## src/logic/ifb_pkg.sv

```systemverilog
// Behaviour
// - hardware sets flags; software reads and writes them
// - flag one means request occurred since clear
// - enable one allows request; zero blocks it
// - unimplemented bits ignore writes, read zero
// - every implemented bit resets to zero
// - flag reg 2 layout: capture 6..3, spi b
// - flag reg 3: calendar, ext 4/3, i2c b
// - flag reg 4: charge, low voltage, crc, uarts
// - flag reg 5 upper: ch9, spi c, uart d
// - flag reg 5 lower: usb, i2c c, uart c
// - enable reg 0 upper: adc, uart a, spi a, timer c
// - enable reg 0: timer b, compare 2, capture 2
package ifb_pkg;
   // register geometry
   localparam int IFB_REG_W = 16;
   localparam int IFB_ADDR_W = 8;
   // byte offsets on the register bus
   localparam logic [7:0] IFB_OFS_FLAG2 = 8'h00;
   localparam logic [7:0] IFB_OFS_FLAG3 = 8'h04;
   localparam logic [7:0] IFB_OFS_FLAG4 = 8'h08;
   localparam logic [7:0] IFB_OFS_FLAG5 = 8'h0c;
   localparam logic [7:0] IFB_OFS_EN0 = 8'h10;
   // implemented-bit masks, one per register
   localparam logic [15:0] IFB_MASK_FLAG2 = 16'h01e3;
   localparam logic [15:0] IFB_MASK_FLAG3 = 16'h4066;
   localparam logic [15:0] IFB_MASK_FLAG4 = 16'h210e;
   localparam logic [15:0] IFB_MASK_FLAG5 = 16'h3ffe;
   localparam logic [15:0] IFB_MASK_EN0 = 16'h3fef;
   // value after reset for every register
   localparam logic [15:0] IFB_RESET_VAL = 16'h0000;
   // flag register 2 fields
   localparam int CAPTURE_CH6_FLAG = 8;
   localparam int CAPTURE_CH5_FLAG = 7;
   localparam int CAPTURE_CH4_FLAG = 6;
   localparam int CAPTURE_CH3_FLAG = 5;
   localparam int SPI_B_EVENT_FLAG = 1;
   localparam int SPI_B_FAULT_FLAG = 0;
   // flag register 3 fields
   localparam int CALENDAR_CLOCK_FLAG = 14;
   localparam int EXT_IRQ4_FLAG = 6;
   localparam int EXT_IRQ3_FLAG = 5;
   localparam int I2C_B_MASTER_FLAG = 2;
   localparam int I2C_B_SLAVE_FLAG = 1;
   // flag register 4 fields
   localparam int CHARGE_TIME_MEAS_FLAG = 13;
   localparam int LOW_VOLTAGE_FLAG = 8;
   localparam int CRC_GEN_FLAG = 3;
   localparam int UART_B_ERROR_FLAG = 2;
   localparam int UART_A_ERROR_FLAG = 1;
   // flag register 5 fields
   localparam int CAPTURE_CH9_FLAG = 13;
   localparam int COMPARE_CH9_FLAG = 12;
   localparam int SPI_C_EVENT_FLAG = 11;
   localparam int SPI_C_FAULT_FLAG = 10;
   localparam int UART_D_TX_FLAG = 9;
   localparam int UART_D_RX_FLAG = 8;
   localparam int UART_D_ERROR_FLAG = 7;
   localparam int USB_OTG_FLAG = 6;
   localparam int I2C_C_MASTER_FLAG = 5;
   localparam int I2C_C_SLAVE_FLAG = 4;
   localparam int UART_C_TX_FLAG = 3;
   localparam int UART_C_RX_FLAG = 2;
   localparam int UART_C_ERROR_FLAG = 1;
   // enable register 0 fields
   localparam int ADC_DONE_ENABLE = 13;
   localparam int UART_A_TX_ENABLE = 12;
   localparam int UART_A_RX_ENABLE = 11;
   localparam int SPI_A_DONE_ENABLE = 10;
   localparam int SPI_A_FAULT_ENABLE = 9;
   localparam int TIMER_C_ENABLE = 8;
   localparam int TIMER_B_ENABLE = 7;
   localparam int COMPARE_CH2_ENABLE = 6;
   localparam int CAPTURE_CH2_ENABLE = 5;
   // bus response codes
   localparam logic [1:0] IFB_RESP_OKAY = 2'h0;
   localparam logic [1:0] IFB_RESP_SLVERR = 2'h2;
endpackage

```

## src/logic/ifb_bit_reg.sv

```systemverilog
`timescale 1ns/10ps
// one 16-bit flag or enable register with byte-lane writes
module ifb_bit_reg
#(
   parameter logic [15:0] IMPL_MASK = 16'hffff,
   parameter bit HW_SET = 1'b1
)
(
   // clock and reset
   input wire logic clk_i,
   input wire logic rst_n_i,
   // software write port
   input wire logic wr_en_i,
   input wire logic [15:0] wr_data_i,
   input wire logic [1:0] wr_be_i,
   // hardware set events
   input wire logic [15:0] hw_set_i,
   // current contents
   output logic [15:0] value_o
);
   logic [15:0] value_q; // stored bits
   logic [15:0] value_d; // next value
   logic [15:0] lane; // byte-lane write mask

   // write merge; a set in the same cycle beats a software clear
   always_comb
   begin
      lane = {{8{wr_be_i[1]}}, {8{wr_be_i[0]}}};
      value_d = value_q;
      if (wr_en_i)
      begin
         value_d = (value_q & ~lane) | (wr_data_i & lane);
      end
      if (HW_SET)
      begin
         value_d = value_d | hw_set_i;
      end
      value_d = value_d & IMPL_MASK;
   end

   // storage, cleared on reset
   always_ff @(posedge clk_i or negedge rst_n_i)
   begin
      if (!rst_n_i)
         value_q <= ifb_pkg::IFB_RESET_VAL;
      else
         value_q <= value_d;
   end

   assign value_o = value_q;
endmodule

```

## src/logic/ifb_req_gate.sv

```systemverilog
`timescale 1ns/10ps
// registered pairing of flags with their enables
module ifb_req_gate
#(
   parameter int WIDTH = 16
)
(
   // clock and reset
   input wire logic clk_i,
   input wire logic rst_n_i,
   // flag and enable vectors
   input wire logic [WIDTH-1:0] flag_i,
   input wire logic [WIDTH-1:0] enable_i,
   // requests towards the cpu
   output logic [WIDTH-1:0] req_o
);
   logic [WIDTH-1:0] req_q; // registered requests

   // registered so the output is glitch free
   always_ff @(posedge clk_i or negedge rst_n_i)
   begin
      if (!rst_n_i)
         req_q <= '0;
      else
         req_q <= flag_i & enable_i;
   end

   assign req_o = req_q;
endmodule

```

## src/logic/ifb_top.sv

```systemverilog
`timescale 1ns/10ps
// interrupt flag and enable bank behind an axi4-lite slave
module ifb_top
(
   // clock and reset
   input wire logic REF_CLK_I,
   input wire logic RESETN_I,
   // axi4-lite write address
   input wire logic S_AXI_AWVALID_I,
   output logic S_AXI_AWREADY_O,
   input wire logic [7:0] S_AXI_AWADDR_I,
   input wire logic [2:0] S_AXI_AWPROT_I,
   // axi4-lite write data
   input wire logic S_AXI_WVALID_I,
   output logic S_AXI_WREADY_O,
   input wire logic [31:0] S_AXI_WDATA_I,
   input wire logic [3:0] S_AXI_WSTRB_I,
   // axi4-lite write response
   output logic S_AXI_BVALID_O,
   input wire logic S_AXI_BREADY_I,
   output logic [1:0] S_AXI_BRESP_O,
   // axi4-lite read address
   input wire logic S_AXI_ARVALID_I,
   output logic S_AXI_ARREADY_O,
   input wire logic [7:0] S_AXI_ARADDR_I,
   input wire logic [2:0] S_AXI_ARPROT_I,
   // axi4-lite read data
   output logic S_AXI_RVALID_O,
   input wire logic S_AXI_RREADY_I,
   output logic [31:0] S_AXI_RDATA_O,
   output logic [1:0] S_AXI_RRESP_O,
   // hardware set events, one vector per flag register
   input wire logic [15:0] FLAG2_SET_I,
   input wire logic [15:0] FLAG3_SET_I,
   input wire logic [15:0] FLAG4_SET_I,
   input wire logic [15:0] FLAG5_SET_I,
   // enables held elsewhere for flag registers 2 to 5
   input wire logic [15:0] FLAG2_EN_I,
   input wire logic [15:0] FLAG3_EN_I,
   input wire logic [15:0] FLAG4_EN_I,
   input wire logic [15:0] FLAG5_EN_I,
   // flags held elsewhere that enable register 0 gates
   input wire logic [15:0] FLAG0_I,
   // flag and enable contents
   output logic [15:0] FLAG2_O,
   output logic [15:0] FLAG3_O,
   output logic [15:0] FLAG4_O,
   output logic [15:0] FLAG5_O,
   output logic [15:0] EN0_O,
   // gated requests towards the cpu
   output logic [15:0] REQ0_O,
   output logic [15:0] REQ2_O,
   output logic [15:0] REQ3_O,
   output logic [15:0] REQ4_O,
   output logic [15:0] REQ5_O
);
   // write channel capture
   logic aw_held_q; // address taken, waiting for data
   logic [7:0] aw_addr_q; // captured write address
   logic w_held_q; // data taken, waiting for address
   logic [31:0] w_data_q; // captured write data
   logic [3:0] w_strb_q; // captured byte strobes
   // write response
   logic bvalid_q; // response pending
   logic [1:0] bresp_q; // response code
   // read channel
   logic rvalid_q; // read data pending
   logic [31:0] rdata_q; // read data
   logic [1:0] rresp_q; // read response code
   // handshake terms
   logic aw_hs; // write address taken this edge
   logic w_hs; // write data taken this edge
   logic ar_hs; // read address taken this edge
   logic do_write; // both halves present, commit now
   // write decode
   logic wr_flag2; // select flag register 2
   logic wr_flag3; // select flag register 3
   logic wr_flag4; // select flag register 4
   logic wr_flag5; // select flag register 5
   logic wr_en0; // select enable register 0
   logic wr_hit; // address maps to a register
   logic [1:0] wr_be; // low two strobes, the byte lanes of the low half
   logic [15:0] wr_val; // low half of write data
   // read decode
   logic [31:0] rd_mux; // word selected by read address
   logic rd_hit; // read address maps to a register
   // register contents
   logic [15:0] flag2; // flag register 2
   logic [15:0] flag3; // flag register 3
   logic [15:0] flag4; // flag register 4
   logic [15:0] flag5; // flag register 5
   logic [15:0] en0; // enable register 0

   // handshakes; one read in flight at most, and a second write is held while the previous response waits
   assign S_AXI_AWREADY_O = !aw_held_q;
   assign S_AXI_WREADY_O = !w_held_q;
   assign S_AXI_ARREADY_O = !rvalid_q;
   assign aw_hs = S_AXI_AWVALID_I && !aw_held_q;
   assign w_hs = S_AXI_WVALID_I && !w_held_q;
   assign ar_hs = S_AXI_ARVALID_I && !rvalid_q;
   // commit only once the previous response has gone
   assign do_write = aw_held_q && w_held_q && !bvalid_q;

   // write address capture, held until the write commits
   always_ff @(posedge REF_CLK_I or negedge RESETN_I)
   begin
      if (!RESETN_I)
      begin
         aw_held_q <= 1'b0;
         aw_addr_q <= 8'h00;
      end
      else if (aw_hs)
      begin
         aw_held_q <= 1'b1;
         aw_addr_q <= S_AXI_AWADDR_I;
      end
      else if (do_write)
      begin
         aw_held_q <= 1'b0;
      end
   end

   // write data capture, in either order with the address
   always_ff @(posedge REF_CLK_I or negedge RESETN_I)
   begin
      if (!RESETN_I)
      begin
         w_held_q <= 1'b0;
         w_data_q <= 32'h0000_0000;
         w_strb_q <= 4'h0;
      end
      else if (w_hs)
      begin
         w_held_q <= 1'b1;
         w_data_q <= S_AXI_WDATA_I;
         w_strb_q <= S_AXI_WSTRB_I;
      end
      else if (do_write)
      begin
         w_held_q <= 1'b0;
      end
   end

   // write decode on the word address
   always_comb
   begin
      wr_flag2 = 1'b0;
      wr_flag3 = 1'b0;
      wr_flag4 = 1'b0;
      wr_flag5 = 1'b0;
      wr_en0 = 1'b0;
      case ({aw_addr_q[7:2], 2'b00})
         ifb_pkg::IFB_OFS_FLAG2: wr_flag2 = do_write;
         ifb_pkg::IFB_OFS_FLAG3: wr_flag3 = do_write;
         ifb_pkg::IFB_OFS_FLAG4: wr_flag4 = do_write;
         ifb_pkg::IFB_OFS_FLAG5: wr_flag5 = do_write;
         ifb_pkg::IFB_OFS_EN0: wr_en0 = do_write;
         default: wr_flag2 = 1'b0; // unmapped, no register touched
      endcase
   end

   assign wr_hit = wr_flag2 || wr_flag3 || wr_flag4 || wr_flag5 || wr_en0;
   // upper half of the word has no storage, its strobes are dropped
   assign wr_be = w_strb_q[1:0];
   assign wr_val = w_data_q[15:0];

   // write response, slverr for an address with no register
   always_ff @(posedge REF_CLK_I or negedge RESETN_I)
   begin
      if (!RESETN_I)
      begin
         bvalid_q <= 1'b0;
         bresp_q <= ifb_pkg::IFB_RESP_OKAY;
      end
      else if (do_write)
      begin
         bvalid_q <= 1'b1;
         bresp_q <= wr_hit ? ifb_pkg::IFB_RESP_OKAY
                           : ifb_pkg::IFB_RESP_SLVERR;
      end
      else if (S_AXI_BREADY_I)
      begin
         bvalid_q <= 1'b0;
      end
   end

   assign S_AXI_BVALID_O = bvalid_q;
   assign S_AXI_BRESP_O = bresp_q;

   // flag register 2: capture 6..3 and spi b
   ifb_bit_reg
   #(
      .IMPL_MASK(ifb_pkg::IFB_MASK_FLAG2),
      .HW_SET(1'b1)
   )
   u_flag2
   (
      .clk_i(REF_CLK_I),
      .rst_n_i(RESETN_I),
      .wr_en_i(wr_flag2),
      .wr_data_i(wr_val),
      .wr_be_i(wr_be),
      .hw_set_i(FLAG2_SET_I),
      .value_o(flag2)
   );

   // flag register 3: calendar, external 4/3, i2c b
   ifb_bit_reg
   #(
      .IMPL_MASK(ifb_pkg::IFB_MASK_FLAG3),
      .HW_SET(1'b1)
   )
   u_flag3
   (
      .clk_i(REF_CLK_I),
      .rst_n_i(RESETN_I),
      .wr_en_i(wr_flag3),
      .wr_data_i(wr_val),
      .wr_be_i(wr_be),
      .hw_set_i(FLAG3_SET_I),
      .value_o(flag3)
   );

   // flag register 4: charge time, low voltage, crc, uart errors
   ifb_bit_reg
   #(
      .IMPL_MASK(ifb_pkg::IFB_MASK_FLAG4),
      .HW_SET(1'b1)
   )
   u_flag4
   (
      .clk_i(REF_CLK_I),
      .rst_n_i(RESETN_I),
      .wr_en_i(wr_flag4),
      .wr_data_i(wr_val),
      .wr_be_i(wr_be),
      .hw_set_i(FLAG4_SET_I),
      .value_o(flag4)
   );

   // flag register 5: bits 13 to 1 all live
   ifb_bit_reg
   #(
      .IMPL_MASK(ifb_pkg::IFB_MASK_FLAG5),
      .HW_SET(1'b1)
   )
   u_flag5
   (
      .clk_i(REF_CLK_I),
      .rst_n_i(RESETN_I),
      .wr_en_i(wr_flag5),
      .wr_data_i(wr_val),
      .wr_be_i(wr_be),
      .hw_set_i(FLAG5_SET_I),
      .value_o(flag5)
   );

   // enable register 0: software only, bit 4 has no storage
   ifb_bit_reg
   #(
      .IMPL_MASK(ifb_pkg::IFB_MASK_EN0),
      .HW_SET(1'b0)
   )
   u_en0
   (
      .clk_i(REF_CLK_I),
      .rst_n_i(RESETN_I),
      .wr_en_i(wr_en0),
      .wr_data_i(wr_val),
      .wr_be_i(wr_be),
      .hw_set_i(16'h0000),
      .value_o(en0)
   );

   // read decode; masks already keep unused bits at zero
   always_comb
   begin
      rd_mux = 32'h0000_0000;
      rd_hit = 1'b1;
      case ({S_AXI_ARADDR_I[7:2], 2'b00})
         ifb_pkg::IFB_OFS_FLAG2: rd_mux = {16'h0000, flag2};
         ifb_pkg::IFB_OFS_FLAG3: rd_mux = {16'h0000, flag3};
         ifb_pkg::IFB_OFS_FLAG4: rd_mux = {16'h0000, flag4};
         ifb_pkg::IFB_OFS_FLAG5: rd_mux = {16'h0000, flag5};
         ifb_pkg::IFB_OFS_EN0: rd_mux = {16'h0000, en0};
         default: rd_hit = 1'b0; // unmapped reads zero with slverr
      endcase
   end

   // read data, captured on the address handshake
   always_ff @(posedge REF_CLK_I or negedge RESETN_I)
   begin
      if (!RESETN_I)
      begin
         rvalid_q <= 1'b0;
         rdata_q <= 32'h0000_0000;
         rresp_q <= ifb_pkg::IFB_RESP_OKAY;
      end
      else if (ar_hs)
      begin
         rvalid_q <= 1'b1;
         rdata_q <= rd_mux;
         rresp_q <= rd_hit ? ifb_pkg::IFB_RESP_OKAY
                           : ifb_pkg::IFB_RESP_SLVERR;
      end
      else if (S_AXI_RREADY_I)
      begin
         rvalid_q <= 1'b0;
      end
   end

   assign S_AXI_RVALID_O = rvalid_q;
   assign S_AXI_RDATA_O = rdata_q;
   assign S_AXI_RRESP_O = rresp_q;

   // enable register 0 gates the flags held outside
   ifb_req_gate
   #(
      .WIDTH(16)
   )
   u_req0
   (
      .clk_i(REF_CLK_I),
      .rst_n_i(RESETN_I),
      .flag_i(FLAG0_I),
      .enable_i(en0),
      .req_o(REQ0_O)
   );

   // local flags gated by enables held outside
   ifb_req_gate
   #(
      .WIDTH(16)
   )
   u_req2
   (
      .clk_i(REF_CLK_I),
      .rst_n_i(RESETN_I),
      .flag_i(flag2),
      .enable_i(FLAG2_EN_I),
      .req_o(REQ2_O)
   );

   ifb_req_gate
   #(
      .WIDTH(16)
   )
   u_req3
   (
      .clk_i(REF_CLK_I),
      .rst_n_i(RESETN_I),
      .flag_i(flag3),
      .enable_i(FLAG3_EN_I),
      .req_o(REQ3_O)
   );

   ifb_req_gate
   #(
      .WIDTH(16)
   )
   u_req4
   (
      .clk_i(REF_CLK_I),
      .rst_n_i(RESETN_I),
      .flag_i(flag4),
      .enable_i(FLAG4_EN_I),
      .req_o(REQ4_O)
   );

   ifb_req_gate
   #(
      .WIDTH(16)
   )
   u_req5
   (
      .clk_i(REF_CLK_I),
      .rst_n_i(RESETN_I),
      .flag_i(flag5),
      .enable_i(FLAG5_EN_I),
      .req_o(REQ5_O)
   );

   // register contents straight from the storage flops
   assign FLAG2_O = flag2;
   assign FLAG3_O = flag3;
   assign FLAG4_O = flag4;
   assign FLAG5_O = flag5;
   assign EN0_O = en0;
endmodule

```

## config.mk

```make
export PLATFORM = sky130hd
export DESIGN_NAME = ifb_top
export DESIGN_NICKNAME = d
export VERILOG_FILES = /design/src/logic/ifb_pkg.sv /design/src/logic/ifb_bit_reg.sv /design/src/logic/ifb_req_gate.sv /design/src/logic/ifb_top.sv
export SDC_FILE = /design/constraint.sdc
export NUM_CORES = 1
export LEC_CHECK = 0
export ABC_CLOCK_PERIOD_IN_PS = 1700
export BUFFER_PORTS_ARGS = -buffer_cell sky130_fd_sc_hd__buf_2
export CAP_MARGIN = 40
export CORE_AREA = 2 2 158 160
export CTS_CLUSTER_SIZE = 40
export DETAILED_ROUTE_END_ITERATION = 7
export DIE_AREA = 0 0 160 162
export PLACE_DENSITY_LB_ADDON = 0.05
export SYNTH_ARGS = -nofsm -noshare
export SYNTH_HDL_FRONTEND = slang
export SYNTH_SLANG_ARGS = --single-unit
```

## constraint.sdc

```tcl
create_clock -name REF_CLK_I -period 1.7 [get_ports REF_CLK_I]
set_input_delay 0 -clock REF_CLK_I [delete_from_list [all_inputs] [get_ports REF_CLK_I]]
set_output_delay 0 -clock REF_CLK_I [all_outputs]
set_load 0.03 [all_outputs]
```

==> metrics.cfg, run 1 <==
[outcome]
status = complete, but fails checks
violations = setup timing

[finish]
nFillCells = 2512
final_common_cell = buf_2
final_nets = 1069
drive_above_1_share = 0.372
syn_to_final_growth_pct = 52.9
final_core_util = 0.368
mostFrequentLayoutCells = 211 x buf_2, 127 x dfrtp_1, 99 x dlygate4sd3_1

[run]
maxCapViolations = 0

[critical_path]
arrival_ps = 2170
max_stage_delay_ps = 420
crit_path_start_kind = flip-flop
crit_path_top_delay_cell = or3_4
r2r_cells = 5
regToRegStartpoint = aw_addr_q[5]
rrSetupSlack_ps = -170
crit_type = reg2reg
worstPathRequired_ps = 2000
cp-end-kind = flip-flop
crit_fanout = 6
crit_chain = or3_4 > nor4b_4 > and3b_2 > buf_12 > mux2_4

[route]
drt_pass1_iterations = 6
drc = 0
ant_nets = 0
vias = 4761
totalWireLength_mm = 18.6
via_per_inst = 3.97
wl_per_cell_um = 15.5
drt_iter0_markers = 206

[floorplan]
ios = 410
coreArea_um2 = 24100
num_rows = 57
start_util = 0.241
dieWidth_um = 160
dieArea_um2 = 25900
die_height_um = 162

[sta]
fmax_mhz = 535
fin_crit_ps = 1870
skew_ps = 7.82
finalHoldViolations = 0
setup_viol = 9
rsz0062_at_grt = true
tns_ps = -1010
min_period_over_period = 1.10
fin_ws_ps = -170
slew_violations = 0

[clocking]
htreeDepth = 4
clock_sinks = 128
clockRootBuffer = clkbuf_16
cts_buffers = 17
cts.path.max_buffers = 2
clock_latency_ps = 410
cts_tree = yes
cts.clk_slew.worst_paths_ps = 60

[place]
port_buffers = 212
dp_hpwl_mm = 13.8
place_congestion = 0.721

[synthesis]
synth_cells = 507
ys_async_sr_fraction = 1.00
syn_area_um2 = 5800
synth.avg_cell_area_um2 = 11.4
ys.flop_type = dfrtp_1
yosysTopAreaCell = dfrtp_1
synth_warnings = 0
seq_area_frac_synth = 0.552
ys_types = 45
synth-seq-cells = 128
synth_top_area_frac = 0.552
yosys-top-cells-area = dfrtp_1 55%, buf_4 12%, mux2_2 5.0%
synth_edf_count = 0

[power_and_ir_drop]
leakagePower_nw = 4.30
p_per_area_nw_per_um2 = 1270
ir_drop_mv = 0.652

[hold_path]
hp-class = in2reg
hold_end = S_AXI_RVALID_O
whs_path_depth = 3
min_from = S_AXI_ARVALID_I

[grt]
antenna_found_initial = 1
grt_pass1_wl_mm = 27.9
grt_pass1_vias = 4811
grt_overflow_total = 0
grt_max_degree = 44
grtUsageTotal = 0.142

## area by class of cell
class	count	area, um^2	share of cell area
clock buffers	18	429	0.0484
inverters	18	67.6	0.00761
clock inverters	14	204	0.0230
repair buffers	349	2430	0.274
diodes	1	2.50	0.000282
well taps	324	405	0.0457
multi-input cells	346	2130	0.240
flip-flops and latches	128	3200	0.361
## power by group
group / total, W / internal [W] / switching (W)
Combinational: 0.00318 / 0.00132 / 0.00186
Sequential: 0.00415 / 0.00363 / 0.000522
Clock: 0.00396 / 0.00248 / 0.00148
Total: 0.0113 / 0.00743 / 0.00386
## through the flow
step	cell area (um^2)	hold slack, ps	worst slack, ps	instances	total power, W
finish	8870	53.6	-170	1198	0.0113
global placement	7200	-48.5	-132	1063	0.00709
floorplan	6160	-296	-167	601	0.00609
CTS	8850	39.3	-138	1196	0.0114
global route	8870	67.5	-201	1198	0.0119
detailed placement	7200	-51.5	-184	1063	0.00715
## Yosys cell counts (2+ instances only)
master and n:
nand3_1 2, mux2_4 6, buf_4 95, a31oi_1 9, a22o_1 4, and3b_1 2
and2_1 44, inv_1 18, o2bb2ai_1 2, nor3_1 14, mux2i_1 5, clkbuf_1 8
and4_1 3, nand2_1 16, a21oi_1 14, nor2_1 30, a21boi_0 2, a211o_1 7
o21ai_0 26, a22oi_1 9, dfrtp_1 128, nor4_4 2, nand4_1 3, a311o_1 2
nand3b_1 2, a221oi_1 2, buf_2 5, mux2_2 26, nor2b_1 5
## critical path, delay by kind of cell (launching register included)
family,cells,cell delay [ps]
and+or+nand+nor,3,950
DFF,1,380
muxes,1,300
buffers and inverters,1,130
## worst max-delay path by stage
stage               slack (ps)           start  depth (start not counted)   endpoint
CTS                       -140    aw_addr_q[7]                          5  flip-flop
detailed placement        -180    aw_addr_q[7]                          5  flip-flop
global route              -200    aw_addr_q[5]                          5  flip-flop
finish                    -170    aw_addr_q[5]                          5  flip-flop
floorplan                 -170  S_AXI_BVALID_O                          5  flip-flop
global placement          -130    aw_addr_q[7]                          5  flip-flop
## cells by family after synthesis
kind of cell,after synthesis,synth area share
mux,37,0.0746
simple gates,133,0.136
other cells,1,0.000646
compound gates,81,0.0906
buf+inv,127,0.146
flops,128,0.552
## what timing repair did
item / CTS / global route
resized for setup: 2 / 5
endpoints found under the hold margin: 226 / 0
hold buffers: 99 / 0
endpoints found under the setup margin: 12 / 30
pin swaps: 3 / 2
setup buffers: 2 / 2
## layer usage
layer  track usage  wire length [um]  part of all wire  vias up
met2         0.247              9240              0.50      202
met1         0.176              8110              0.44     2291
met5             0                 0                 0        -
li1              -                 -                 -     2260
met4        0.0446               178            0.0096        0
met3        0.0324              1050             0.056        8
(Power assumes the default switching activity.)
==> run 2: changes to the inputs <==
Settings changed: ABC_AREA set to 1, CTS_BUF_LIST set to sky130_fd_sc_hd__clkbuf_8.
==> metrics.cfg, run 2 <==
[grt]
grt_pass1_vias = 5415  ; +13%
grt_max_degree = 43  ; -2.3%
grt_overflow_total = 0  ; unchanged
grt_pass1_wl_mm = 30.2  ; +8.4%
antenna_found_initial = 1  ; unchanged
grtUsageTotal = 0.152  ; +0.0102

[clocking]
clockRootBuffer = clkbuf_8
cts.path.max_buffers = 2  ; unchanged
cts_buffers = 17  ; unchanged
cts.clk_slew.worst_paths_ps = 90  ; +30 ps
clock_sinks = 128  ; unchanged
cts_tree = yes
htreeDepth = 4  ; unchanged
clock_latency_ps = 440  ; +30 ps

[critical_path]
worstPathRequired_ps = 2020  ; +20 ps
crit_path_start_kind = flip-flop
crit_type = reg2reg
regToRegStartpoint = aw_addr_q[3]
cp-end-kind = flip-flop
crit_path_top_delay_cell = dfrtp_1
critPathLaunch = aw_addr_q[3]
arrival_ps = 1830  ; -340 ps
r2r_cells = 7  ; +2
rrSetupSlack_ps = 200  ; +370 ps
cpMostUsedCell = nand2_1
crit_fanout = 11  ; +5
max_stage_delay_ps = 420  ; about the same
crit_chain = nor2_1 > nand4_1 > nor2_2 > nand2_1 > buf_4 > nand2_1 > o21ai_2

[floorplan]
ios = 410  ; unchanged
num_rows = 57  ; unchanged
die_height_um = 162  ; unchanged
dieArea_um2 = 25900  ; unchanged
coreArea_um2 = 24100  ; unchanged
dieWidth_um = 160  ; unchanged
start_util = 0.256  ; +0.0156

[route]
drt_iter0_markers = 227  ; +10%
drt_pass1_iterations = 4  ; -2
ant_nets = 0  ; unchanged
vias = 5329  ; +12%
drc = 0  ; unchanged
wl_per_cell_um = 14.0  ; -9.8%
via_per_inst = 3.87  ; -2.7%
totalWireLength_mm = 19.3  ; +3.7%

[synthesis]
synth.avg_cell_area_um2 = 8.73  ; -24%
synth_top_area_frac = 0.518  ; -0.0335
ys.flop_type = dfrtp_1
seq_area_frac_synth = 0.518  ; -0.0335
yosysTopAreaCell = dfrtp_1
synth_cells = 708  ; +40%
yosysMostFrequentCell = nand2_1
synth_edf_count = 0  ; unchanged
yosys-top-cells-area = dfrtp_1 52%, buf_4 12%, nand2_1 11%
synth-seq-cells = 128  ; unchanged
ys_types = 29  ; -36%
syn_area_um2 = 6180  ; +6.5%
synth_warnings = 0  ; unchanged
ys_async_sr_fraction = 1.00  ; unchanged
synth_common_cells = 179 x nand2_1, 128 x dfrtp_1, 101 x inv_1, 97 x buf_4, 48 x nor2_1

[sta]
skew_ps = 18.0  ; +10.2 ps
relSlewSlack = 0.642
fin_crit_ps = 1500  ; -368 ps
fin_ws_ps = 198  ; +368 ps
min_period_over_period = 0.883  ; -0.216
finalHoldViolations = 0  ; unchanged
slew_violations = 0  ; unchanged
fmax_mhz = 666  ; +24%
tightest_slew_ps = 536
rsz0062_at_grt = false
tns_ps = 0  ; +1010 ps
setup_viol = 0  ; -9

[finish]
mostFrequentLayoutCells = 211 x buf_2, 179 x nand2_1, 128 x dfrtp_1
multi_input_area_um2 = 2160  ; +1.4%
nFillCells = 2587  ; +3.0%
syn_to_final_growth_pct = 42.1
final_core_util = 0.364  ; -0.00389
fin_cells = 1378  ; +15%
seq_area_um2 = 3200  ; about the same
drive_above_1_share = 0.279  ; -0.0931
final_nets = 1249  ; +17%
final_common_cell = buf_2

[place]
placed_cells = 1244  ; +17%
place_congestion = 0.727  ; +0.83%
place_worst_setup_slack_ps = 98.1  ; +282 ps
dp_hpwl_mm = 14.3  ; +3.9%
port_buffers = 212  ; unchanged

[power_and_ir_drop]
total_power_w = 0.00963  ; -15%
ir_drop_mv = 0.588  ; -9.8%
leakagePower_nw = 5.03  ; +17%
p_per_area_nw_per_um2 = 1100  ; -14%

[hold_path]
hp-class = in2async

[run]
maxCapViolations = 0  ; unchanged

[outcome]
status = completed

==> run 2: changes by cell type after synthesis, sizes merged, moves of 6 or more <==
cell | previous run | this run
nand3 | 2 | 24
inv | 18 | 104
nor2 | 30 | 55
and2 | 45 | 0
o21ai | 26 | 35
o211ai | 0 | 8
nand2 | 16 | 182
nand3b | 2 | 21
a22oi | 9 | 0
nand4 | 3 | 9
a211o | 7 | 0
mux2 | 32 | 8
a31oi | 9 | 1
nor3 | 14 | 1
==> run 2: through the flow <==
| stage | hold WS (ps) | cell area, um^2 |
|---|---|---|
| 6_report | 36.7 | 8780 |
| 5_1_grt | 39.5 | 8780 |
| 4_1_cts | 4.10 | 8770 |
| 3_5_place_dp | -39.5 | 7370 |
| 3_3_place_gp | -39.2 | 7370 |
| 2_1_floorplan | -296 | 6530 |
==> run 2: final cells by class <==
| class | instances | share of cell area |
|---|---|---|
| diodes | 1 | 0.000285 |
| clock buffers | 18 | 0.0282 |
| clock inverters | 14 | 0.0162 |
| inverters | 104 | 0.0445 |
| multi-input cells | 461 | 0.246 |
| flip-flops and latches | 128 | 0.365 |
| well taps | 324 | 0.0462 |
| repair buffers | 328 | 0.254 |
==> run 2: worst min-delay path by stage <==
stage / slack (ps) / startpoint / cells past startpoint / end
after CTS: 4 / S_AXI_ARADDR_I[5] / 6 / S_AXI_RDATA_O[1]
final: 40 / RESETN_I / 2 / u_req0.req_o[6]
after global placement: -40 / RESETN_I / 1 / u_req0.req_o[6]
after detailed placement: -40 / RESETN_I / 1 / u_req0.req_o[6]
after global routing: 40 / RESETN_I / 2 / u_req0.req_o[6]
after floorplan: -300 / RESETN_I / 0 / S_AXI_BRESP_O[1]
==> run 2: cell families (layout without fill, tap and decap cells) <==
| kind of cell | count (synthesis) | count (layout) | share of synthesized area |
|---|---|---|---|
| other | 1 | 96 | 0.000607 |
| flip-flops | 128 | 128 | 0.518 |
| AO/OA/AOI/OAI | 63 | 63 | 0.0626 |
| buffers and inverters | 213 | 464 | 0.191 |
| AND/OR/NAND/NOR | 293 | 293 | 0.210 |
| multiplexers | 10 | 10 | 0.0178 |
==> run 2: worst max-delay path, delay by kind of cell (launching register included) <==
family / cells / cell delay, ps
AO/OA/AOI/OAI: 1 / 50
buffers and inverters: 1 / 200
flip-flops: 1 / 420
AND/OR/NAND/NOR: 5 / 710
==> run 2: layer usage <==
| metal | global-route usage | share of wire | vias up |
|---|---|---|---|
| li1 | - | - | 2664 |
| met1 | 0.207 | 0.47 | 2464 |
| met2 | 0.245 | 0.46 | 190 |
| met3 | 0.0358 | 0.062 | 11 |
| met4 | 0.0414 | 0.0086 | 0 |
| met5 | 0 | 0 | - |
==> run 2: repair_timing <==
item | 4_1_cts | 5_1_grt
hold buffers | 101 | 0
endpoints found under the hold margin | 228 | 0
resized for setup | 0 | 2
endpoints found under the setup margin | 0 | 8
setup buffers | 0 | 0
==> run 2: power by group <==
group / switching [W] / internal [W]
Combinational: 0.00198 / 0.000983
Sequential: 0.000434 / 0.00356
Clock: 0.00132 / 0.00134
Total: 0.00374 / 0.00589
==> run 3: changes to the inputs <==
Settings changed: BUFFER_PORTS_ARGS -buffer_cell sky130_fd_sc_hd__buf_2 to not set, DONT_BUFFER_PORTS set to 1.
==> metrics.cfg, run 3 (synthesis gave the netlist of run 2 again) <==
[power_and_ir_drop]
p_per_area_nw_per_um2 = 1220  ; +11%
power.share.sequential = 0.459  ; +0.044
p_clk_frac = 0.307  ; +0.030
pwr-share-comb = 0.234  ; -0.074
netSwitchingFraction = 0.380  ; -0.00797
ir_drop_mv = 0.670  ; +14%
p_switching_w = 0.00373  ; -0.17%
leakagePower_nw = 4.35  ; -14%
p_int_w = 0.00608  ; +3.3%

[critical_path]
r2r_cells = 5  ; -2
arrival_ps = 1950  ; +120 ps
critPathBufInv = 1  ; unchanged
critPathTopFamily = buffers and inverters
crit_path_start_kind = flip-flop
cp-end-kind = flip-flop
max_stage_delay_ps = 560  ; +140 ps
crit_path_top_delay_cell = dlygate4sd3_1
crit_type = reg2reg
crit_chain = nand4_1 > nand2_1 > nor2_1 > a21oi_1 > dlygate4sd3_1
rrSetupSlack_ps = 70  ; -130 ps
worstPathRequired_ps = 2020  ; about the same
r2r-end = S_AXI_RDATA_O[1]
crit_fanout = 4  ; -7

[place]
dp_hpwl_mm = 13.4  ; -6.3%
placed_cells = 1035  ; -17%
port_buffers = 0  ; -100%
place_congestion = 0.705  ; -3.1%

[sta]
slew_violations = 0  ; unchanged
skew_ps = 13.3  ; -4.64 ps
setup_viol = 0  ; unchanged
finalHoldViolations = 128  ; +128
rsz0062_at_grt = false
tns_ps = 0  ; unchanged
fin_crit_ps = 1630  ; +125 ps
whs_ps = -757  ; -793 ps
min_period_over_period = 0.957  ; +0.0736
fmax_mhz = 615  ; -7.7%

[route]
wl_per_cell_um = 15.8  ; +13%
highest_layer = met4
drt_pass1_iterations = 4  ; unchanged
vias = 4825  ; -9.5%
drt_iter0_markers = 246  ; +8.4%
via_per_inst = 4.03  ; +4.3%
wl_met2_mm = 8.87  ; about the same
routed-wl-met3_mm = 1.36  ; +14%
totalWireLength_mm = 18.9  ; -2.1%
ant_nets = 0  ; unchanged
drc = 0  ; unchanged
met1_length_mm = 8.39  ; -7.1%

[floorplan]
num_rows = 57  ; unchanged
dieWidth_um = 160  ; unchanged
start_util = 0.256  ; unchanged
ios = 410  ; unchanged
coreArea_um2 = 24100  ; unchanged
dieArea_um2 = 25900  ; unchanged
die_height_um = 162  ; unchanged

[finish]
seq_area_um2 = 3210  ; about the same
fin_cells = 1196  ; -13%
final_common_cell = nand2_1
nFillCells = 2592  ; +0.19%
syn_to_final_growth_pct = 30.1
final_core_util = 0.333  ; -0.0308
final_nets = 1067  ; -15%
drive_above_1_share = 0.110  ; -0.169
mostFrequentLayoutCells = 178 x nand2_1, 126 x dfrtp_1, 122 x dlygate4sd3_1
multi_input_area_um2 = 2160  ; +0.12%

[grt]
grt_max_degree = 129  ; +200%
grt_overflow_total = 0  ; unchanged
antenna_found_initial = 1  ; unchanged
grt_pass1_wl_mm = 28.5  ; -5.6%
grt_pass1_vias = 4895  ; -9.6%
grtUsageTotal = 0.145  ; -0.00701

[clocking]
cts.clk_slew.worst_paths_ps = 90  ; about the same
cts.path.max_buffers = 2  ; unchanged
clockRootBuffer = clkbuf_8
clock_sinks = 128  ; unchanged
cts_buffers = 17  ; unchanged
clock_latency_ps = 440  ; about the same
htreeDepth = 4  ; unchanged
cts_hold_buf = 122  ; +21%
cts_tree = yes

[outcome]
violations = hold timing
status = complete, but fails checks

[hold_path]
hp-class = in2async

[run]
maxCapViolations = 0  ; unchanged

## run 3: cell types whose count changed in the layout (fill, tap and decap cells not counted), moves of 2 or more
cell and delta:
buf_2 -211, dlygate4sd3_1 +21, buf_4 +10, inv_1 -3, inv_6 +3, bufinv_16 +2
dfrtp_1 -2, dfrtp_2 +2
## run 3: metrics by stage
step	hold WS [ps]	setup WS, ps	instance area (um^2)	power, W
6_report	-757	73.0	8040	0.00981
5_1_grt	-806	0.291	8040	0.0104
4_1_cts	-802	32.1	7960	0.00994
3_5_place_dp	-293	40.0	6300	0.00654
3_3_place_gp	-292	40.1	6300	0.00651
2_1_floorplan	-296	166	6530	0.00607
## run 3: worst max path at each step
stage | depth (start not counted) | slack (ps) | endpoint
floorplan | 5 | 170 | S_AXI_RVALID_O
global route | 5 | 0.3 | S_AXI_RDATA_O[1]
CTS | 6 | 30 | flip-flop
global placement | 6 | 40 | flip-flop
finish | 5 | 70 | S_AXI_RDATA_O[1]
detailed placement | 6 | 40 | flip-flop
## run 3: metal layers
| metal | GRT usage | vias to the layer above |
|---|---|---|
| met2 | 0.238 | 208 |
| li1 | - | 2305 |
| met4 | 0.0414 | 0 |
| met3 | 0.0439 | 14 |
| met5 | 0 | - |
| met1 | 0.187 | 2298 |
## run 3: what timing repair did
action / 4_1_cts / 5_1_grt
hold endpoints to repair: 242 / 128
setup endpoints to repair: 0 / 8
gates resized for setup: 0 / 9
buffers inserted: 0 / 6
## run 3: worst register-to-register path, cell delays in order, from the launching register on
cell	delay, ps
dfrtp_1	530
nand4_1	170
nand2_1	60
nor2_1	120
a21oi_1	80
dlygate4sd3_1	560
## run 3: area by class of cell
class | count | area share
timing repair buffer | 146 | 0.177
antenna | 1 | 0.000311
sequential | 128 | 0.399
inverter | 104 | 0.0490
clock inverter | 15 | 0.0258
multi-input combinational | 461 | 0.269
tap | 324 | 0.0504
clock buffer | 17 | 0.0291
## run 3: power groups by stage
stage | clock network [W] | registers [W] | logic, W
after floorplan | 0 | 0.00438 | 0.00169
after global placement | 0 | 0.00457 | 0.00194
after detailed placement | 0 | 0.00458 | 0.00196
after CTS | 0.00315 | 0.00451 | 0.00228
after global routing | 0.00327 | 0.00458 | 0.00255
final | 0.00301 | 0.00450 | 0.00230
